## src/flash_lock_regs.vh

```
// Constants for the per-block lock state logic.
// Included by the lock state module; holds definitions only.
`ifndef FLASH_LOCK_REGS_VH
`define FLASH_LOCK_REGS_VH

// Default block count and block address width
`define LOCK_NUM_BLOCKS 8
`define LOCK_BLK_AW 3
// Identifier-mode offset of the lock status word (block relative)
`define LOCK_STATUS_OFFSET 2'h2
// Field positions in the lock status word
`define LOCK_FLD_LOCK 0
`define LOCK_FLD_LOCKDOWN 1
// Reset values
`define LOCK_RST_LOCK 1'h1
`define LOCK_RST_LOCKDOWN 1'h0
// Lock command encodings
`define LOCK_CMD_LOCK 2'h1
`define LOCK_CMD_UNLOCK 2'h2
`define LOCK_CMD_LOCKDOWN 2'h3
// Software register offsets
`define LOCK_REG_IRQ_STATUS 2'h0
`define LOCK_REG_IRQ_MASK 2'h1
`define LOCK_REG_WP_STATE 2'h2
// Interrupt bit positions
`define LOCK_IRQ_PE_REFUSED 0
`define LOCK_IRQ_CMD_REFUSED 1
`define LOCK_IRQ_WIDTH 2

`endif

```

## src/flash_block_lock_state.v

```verilog
// Per-block lock, unlock and lock-down state for a multi-bank flash.
// Assumes a command decoder presents decoded one-cycle requests, all
// inputs synchronous to mclk_i, and a small register port for events.
//
// Behaviour
// In identifier mode, offset 2 returns lock on bit 0, lock-down on bit 1.
// Lock command sets lock bit, Unlock clears it, unless lock-down forbids.
// Entering lock-down also sets the block's lock bit.
// Lock-Down sets lock-down bit; only reset clears it.
// After reset every block is locked with lock-down clear.
// Program or erase on a locked block is refused with an error flag.
// Program and erase proceed only when the lock bit is clear.
// Lock-Down is accepted whether the block is locked or unlocked.
// With write-protect low, lock-down blocks refuse everything, state kept.
// With write-protect high, lock-down blocks may be unlocked and relocked.
// Write-protect falling returns lock-down blocks to locked-down state.
// Write-protect rising restores the lock bit held before enforcement.
// Lock commands are accepted while an erase is suspended.
// Host suspends erase and waits for suspension before changing locks.
// Locking the suspended-erase block updates at once; erase still completes.
// Lock commands are ignored while a program is suspended.
// Write-protect edges leave blocks without lock-down untouched.
//
// Decided for this implementation: the placing of the registers and the strobed register port.
`timescale 1ns/100ps
`include "flash_lock_regs.vh"

module flash_block_lock_state #(
  parameter NUM_BLOCKS = `LOCK_NUM_BLOCKS,
  parameter BLK_AW = `LOCK_BLK_AW
) (
  // Clock and reset
  input wire mclk_i,
  input wire reset_i,
  // Write-protect pin level (high disables lock-down enforcement)
  input wire wp_i,
  // Suspend status from the program/erase controller
  input wire erase_suspended_i,
  input wire program_suspended_i,
  // Lock command request
  input wire cmd_valid_i,
  input wire [1:0] cmd_code_i,
  input wire [BLK_AW-1:0] cmd_block_i,
  // Program or erase request check
  input wire pe_req_i,
  input wire [BLK_AW-1:0] pe_block_i,
  output wire pe_grant_o,
  output wire pe_error_o,
  // Identifier-mode read of lock status
  input wire id_mode_i,
  input wire id_rd_i,
  input wire [BLK_AW-1:0] id_block_i,
  input wire addr_bit_one_i,
  input wire addr_bit_zero_i,
  output reg [15:0] id_data_o,
  // Register port
  input wire [1:0] reg_addr_i,
  input wire [31:0] reg_wdata_i,
  input wire reg_wr_i,
  input wire reg_rd_i,
  output reg [31:0] reg_rdata_o,
  // Interrupt and lock state view
  output wire irq_o,
  output wire [NUM_BLOCKS-1:0] lock_state_o,
  output wire [NUM_BLOCKS-1:0] lockdown_state_o
);

  // Per-block state: lock bit as seen, lock-down bit, and the lock bit
  // saved while enforcement applies, so that wp rising can restore it
  reg [NUM_BLOCKS-1:0] block_lock_bit_reg;
  reg [NUM_BLOCKS-1:0] block_lockdown_bit_reg;
  reg [NUM_BLOCKS-1:0] saved_lock_reg;
  reg wp_reg;
  reg [`LOCK_IRQ_WIDTH-1:0] irq_status_reg;
  reg [`LOCK_IRQ_WIDTH-1:0] irq_mask_reg;
  reg [NUM_BLOCKS-1:0] lock_next;
  reg [NUM_BLOCKS-1:0] lockdown_next;
  reg [NUM_BLOCKS-1:0] saved_next;
  reg cmd_refused;
  reg [`LOCK_IRQ_WIDTH-1:0] irq_status_next;
  integer i;

  wire wp_rise = wp_i & ~wp_reg;
  wire wp_fall = ~wp_i & wp_reg;

  // Enforcement is judged on the pin level as sampled now
  function enforced;
    input ld;
    input wp;
    begin
      enforced = ld & ~wp;
    end
  endfunction

  wire pe_locked = block_lock_bit_reg[pe_block_i];
  assign pe_grant_o = pe_req_i & ~pe_locked;
  assign pe_error_o = pe_req_i & pe_locked;
  assign lock_state_o = block_lock_bit_reg;
  assign lockdown_state_o = block_lockdown_bit_reg;
  assign irq_o = |(irq_status_reg & irq_mask_reg);

  always @* begin
    lock_next = block_lock_bit_reg;
    lockdown_next = block_lockdown_bit_reg;
    saved_next = saved_lock_reg;
    cmd_refused = 1'b0;
    for (i = 0; i < NUM_BLOCKS; i = i + 1) begin
      if (block_lockdown_bit_reg[i]) begin
        if (wp_rise) begin
          lock_next[i] = saved_lock_reg[i];
        end else if (wp_fall) begin
          saved_next[i] = block_lock_bit_reg[i];
          lock_next[i] = 1'b1;
        end
      end
      // Blocks without lock-down are not touched by wp edges
    end
    // Suspended erase is no obstacle; the erase block updates at once
    if (cmd_valid_i) begin
      if (program_suspended_i) begin
        cmd_refused = 1'b1;
      end else if (enforced(block_lockdown_bit_reg[cmd_block_i], wp_i)) begin
        cmd_refused = 1'b1;
      end else begin
        // Under wp high a lock-down block behaves as plain lock/unlock
        case (cmd_code_i)
          `LOCK_CMD_LOCK: begin
            lock_next[cmd_block_i] = 1'b1;
          end
          `LOCK_CMD_UNLOCK: begin
            lock_next[cmd_block_i] = 1'b0;
          end
          `LOCK_CMD_LOCKDOWN: begin
            lockdown_next[cmd_block_i] = 1'b1;
            lock_next[cmd_block_i] = 1'b1;
            saved_next[cmd_block_i] = 1'b1;
          end
          default: begin
            cmd_refused = 1'b1;
          end
        endcase
      end
    end
    // Events win over a clear in the same cycle
    irq_status_next = irq_status_reg;
    if (reg_wr_i && reg_addr_i == `LOCK_REG_IRQ_STATUS) begin
      irq_status_next = irq_status_reg & ~reg_wdata_i[`LOCK_IRQ_WIDTH-1:0];
    end
    if (pe_error_o) begin
      irq_status_next[`LOCK_IRQ_PE_REFUSED] = 1'b1;
    end
    if (cmd_refused) begin
      irq_status_next[`LOCK_IRQ_CMD_REFUSED] = 1'b1;
    end
  end

  always @(posedge mclk_i) begin
    if (reset_i) begin
      block_lock_bit_reg <= {NUM_BLOCKS{`LOCK_RST_LOCK}};
      block_lockdown_bit_reg <= {NUM_BLOCKS{`LOCK_RST_LOCKDOWN}};
      saved_lock_reg <= {NUM_BLOCKS{`LOCK_RST_LOCK}};
      wp_reg <= 1'b0;
      irq_status_reg <= {`LOCK_IRQ_WIDTH{1'b0}};
      irq_mask_reg <= {`LOCK_IRQ_WIDTH{1'b0}};
      id_data_o <= 16'h0000;
      reg_rdata_o <= 32'h00000000;
    end else begin
      block_lock_bit_reg <= lock_next;
      block_lockdown_bit_reg <= lockdown_next;
      saved_lock_reg <= saved_next;
      // Sampling wp after reset lets the first edge be seen relative to low
      wp_reg <= wp_i;
      irq_status_reg <= irq_status_next;
      if (reg_wr_i && reg_addr_i == `LOCK_REG_IRQ_MASK) begin
        irq_mask_reg <= reg_wdata_i[`LOCK_IRQ_WIDTH-1:0];
      end
      id_data_o <= 16'h0000;
      if (id_mode_i && id_rd_i &&
          {addr_bit_one_i, addr_bit_zero_i} == `LOCK_STATUS_OFFSET) begin
        id_data_o[`LOCK_FLD_LOCK] <= block_lock_bit_reg[id_block_i];
        id_data_o[`LOCK_FLD_LOCKDOWN] <= block_lockdown_bit_reg[id_block_i];
      end
      reg_rdata_o <= 32'h00000000;
      if (reg_rd_i) begin
        case (reg_addr_i)
          `LOCK_REG_IRQ_STATUS: begin
            reg_rdata_o[`LOCK_IRQ_WIDTH-1:0] <= irq_status_reg;
          end
          `LOCK_REG_IRQ_MASK: begin
            reg_rdata_o[`LOCK_IRQ_WIDTH-1:0] <= irq_mask_reg;
          end
          `LOCK_REG_WP_STATE: begin
            reg_rdata_o[0] <= wp_reg;
          end
          default: begin
            reg_rdata_o <= 32'h00000000;
          end
        endcase
      end
    end
  end

endmodule // flash_block_lock_state

```

## config.mk

```make
export PLATFORM = sky130hd
export DESIGN_NAME = flash_block_lock_state
export DESIGN_NICKNAME = d
export VERILOG_FILES = /design/src/flash_block_lock_state.v
export VERILOG_INCLUDE_DIRS = /design/src
export SDC_FILE = /design/constraint.sdc
export NUM_CORES = 1
export LEC_CHECK = 0
export BUFFER_PORTS_ARGS = -buffer_cell sky130_fd_sc_hd__buf_4
export CORE_AREA = 2 2 79 81
export DETAILED_ROUTE_END_ITERATION = 7
export DIE_AREA = 0 0 81 83
export PLACE_DENSITY = 0.75
export SLEW_MARGIN = 20
export SYNTH_ARGS = -nofsm -noshare
export SYNTH_HDL_FRONTEND = slang
export SYNTH_SLANG_ARGS = --single-unit
```

## constraint.sdc

```tcl
create_clock -name mclk_i -period 1.9 [get_ports mclk_i]
set_input_delay 0 -clock mclk_i [delete_from_list [all_inputs] [get_ports mclk_i]]
set_output_delay 0 -clock mclk_i [all_outputs]
set_load 0.01 [all_outputs]
```

==> qor.txt <==
status: finished, final reports clean
Die X: 81 um
DR vias/cell: 5.493
CP Launch Type: register
num rows: 28
Worst Skew: 0.008935 ns
Worst-Margin Slew: 0.6089 ns
CTS max path bufs: 2
count of final max-slew check failures: 0
multiplexer share of the synthesized area: 0.1199
fin crit share: 0.9992
setup slack after layout: 0.001601 ns
hold crit path type: primary input to register
dpl ws: 0.02469 ns
CP max stage delay: 0.52 ns
pin count of the biggest net entering global routing: 42
r2r endpoint: lock_state_o[6]
# clock sinks: 33
Post-synth EDFFs: 0
Compound-Gate Fraction of Synth Area: 0.2259
detailed-route via count: 2252
core area: 0.005816 mm^2
hold_sp: cmd_valid_i
worst reg2reg path depth: 5
DRT Pass-1 Iters: 4
Crit-path slowest cell: mux4_2
CTS Root Cell: clkbuf_8
CP Max Fanout: 4
fraction of layout instances using a drive strength above 1: 0.3045
Synth Flop Type: dfxtp_1
Power Density: 504.1 mW/mm^2
GRT Util Overall: 0.1975
Hold Violations, Final: 0
# H-tree levels: 2
Yosys reg bits: 33
IO Pins: 125
number of distinct library cells after synthesis: 43
# diodes: 0
DR iter-0 viols: 269
Detail Route Antenna Nets: 0
Die Y: 83 um
hold path cells: 3
total congestion overflow: 0
Hold Path End: irq_status_reg[1]
Placer Congestion: 0.9173
WP buf/inv: 1
Setup CP Type: register to register
xor-xnor portion of the synthesized cell area: 0
Worst-path clk slew: 0.07 ns
crit-path cells: mux2_4 -> mux4_2 -> buf_4 -> a211o_4 -> o22ai_2
Post-Syn Instances: 263
post-DP HPWL: 4715 um
Lkg Pwr: 1.175 nW
Synth Area in Adders: 0
synth top area cells: dfxtp_1 28%, buf_4 14%, mux4_2 6.7%
post-synthesis async set-or-reset flop share: 0
# DRC: 0
yosys warns: 0
reg-to-reg startpoint: lockdown_state_o[7]
Worst-Skew Late Latency: 0.29 ns
vias in the first global route: 2151
sequential fraction of the synthesis area: 0.2827
Fin Setup TNS: 0 ns
# setup viols final: 0
first-pass GRT wire length: 10330 um
Mapped Area: 0.002337 mm^2
placed insts: 393
die area: 0.006723 mm^2
routed len/inst: 16.57 um
Peak Freq: 526.8 MHz
DRT Wirelength: 6795 um
largest family of logic cells by synthesized area: compound AO/OA/AOI/OAI gates
CTS tree: built
Avg Cell Area, Syn: 8.887 um^2
Num CTS Buffers: 5
fin crit period: 1.898 ns
maximum vdd drop: 0.2437 mV
worst reg2reg setup slack: 0.002 ns
Initial Utilization: 0.4019
final std cells w/o fill: 410
initial antenna violation count: 0
CP endpoint kind: register
area share of the largest cell type after synthesis: 0.2827
RSZ-0062 raised after global routing: yes
cell taking the most area after synthesis: dfxtp_1
cell family with most CP delay: multiplexers
final net count: 392
max_cap viols: 0
Worst Path Required: 2.11 ns
Simple-Gate Fraction of Synth Area: 0.1809
PortBufs: 49
post-CTS setup buffers: 0
Arr. time, crit path: 2.11 ns
synthesis-to-layout area growth: 28.69%
relative slew slack: 0.5884
## cells by family (layout without fill, tap and decap cells)
group,Yosys count,count (layout)
flip-flops,33,33
buffers and inverters,69,98
AO/OA/AOI/OAI,71,71
multiplexers,18,18
AND/OR/NAND/NOR,71,71
other,1,44
## placed cells by master, fill, tap and decap left out, drive strengths merged, types with 2 or more instances in the layout
cell type and instances:
inv 10, o31ai 8, nor2b 12, nand3b 2, dfxtp 33, clkbuf 8, nor2 9, nand2 10
buf 71, nand2b 2, dlygate4sd3 9, o21ai 8, a311oi 8, nor4 8, a21boi 10, mux2 4
o32ai 12, a21o 8, mux2i 7, conb 44, nor3b 9, nor4b 2, nand3 5, o22ai 5
and2 3, a31oi 8, nor4bb 2, mux4 7
## where the power goes
part | switching, W | total, W | internal (W)
clock | 0.000259 | 0.000519 | 0.000260
sequential | 0.00000808 | 0.000713 | 0.000705
combinational | 0.000169 | 0.000285 | 0.000115
total | 0.000436 | 0.00152 | 0.00108
## repair_timing
action	in CTS	in global routing
gates resized for setup	0	17
hold endpoints to repair	6	0
hold buffers	9	0
setup endpoints to repair	0	10
## stage by stage
| stage | instance area (um^2) | total power, W | hold slack [ns] | util |
|---|---|---|---|---|
| final | 3008 | 0.001516 | 0.01275 | 0.5172 |
| after global routing | 3008 | 0.001587 | 0.01740 | 0.5172 |
| after CTS | 2904 | 0.001503 | 0.01370 | 0.4994 |
| after detailed placement | 2734 | 0.0009850 | 0.2010 | 0.4701 |
| after global placement | 2734 | 0.0009812 | 0.2027 | 0.4701 |
| after floorplan | 2499 | 0.0009434 | 0.07674 | - |
## tightest hold or removal path, cell delays in order
cell    delay, ns
buf_4        0.11
nor2_1       0.04
nor3_1       0.10
## cells in the mapped netlist (all sizes together) (3+ instances only)
master,n
buf,50
a31oi,8
a311oi,8
inv,10
o31ai,8
nor3b,9
mux2,4
o21ai,8
a21o,8
o22ai,5
mux2i,7
nor2b,12
and2,3
o32ai,12
nand3,5
nand2,10
clkbuf,9
nor4,8
nor2,9
dfxtp,33
mux4,7
a21boi,10
## area by class of cell
class / instances / area [um^2]
Tap cell: 75 / 93.84
Multi-Input combinational cell: 204 / 1495
Timing Repair Buffer: 80 / 639.4
Clock buffer: 8 / 80.08
Sequential cell: 33 / 661.9
Inverter: 10 / 37.54
Fill cell: 557 / 2808
## how the worst max path moves through the flow
stage	slack [ns]	cells after the start	end	from
after floorplan	0.06	5	irq_status_reg[1]	lockdown_state_o[6]
after global placement	0.04	5	lock_state_o[6]	lockdown_state_o[7]
after detailed placement	0.02	5	lock_state_o[6]	lockdown_state_o[2]
after CTS	0.005	5	lock_state_o[6]	lockdown_state_o[2]
after global routing	-0.04	5	lock_state_o[1]	lockdown_state_o[3]
final	0.002	5	lock_state_o[6]	lockdown_state_o[7]
## routing by layer
metal / global-route usage / part of all wire / up-vias
li1: - / - / 1035
met1: 0.2611 / 0.41 / 1098
met2: 0.3110 / 0.49 / 108
met3: 0.04457 / 0.083 / 11
met4: 0.07242 / 0.017 / 0
met5: 0 / 0 / -
(Power assumes the default switching activity.)
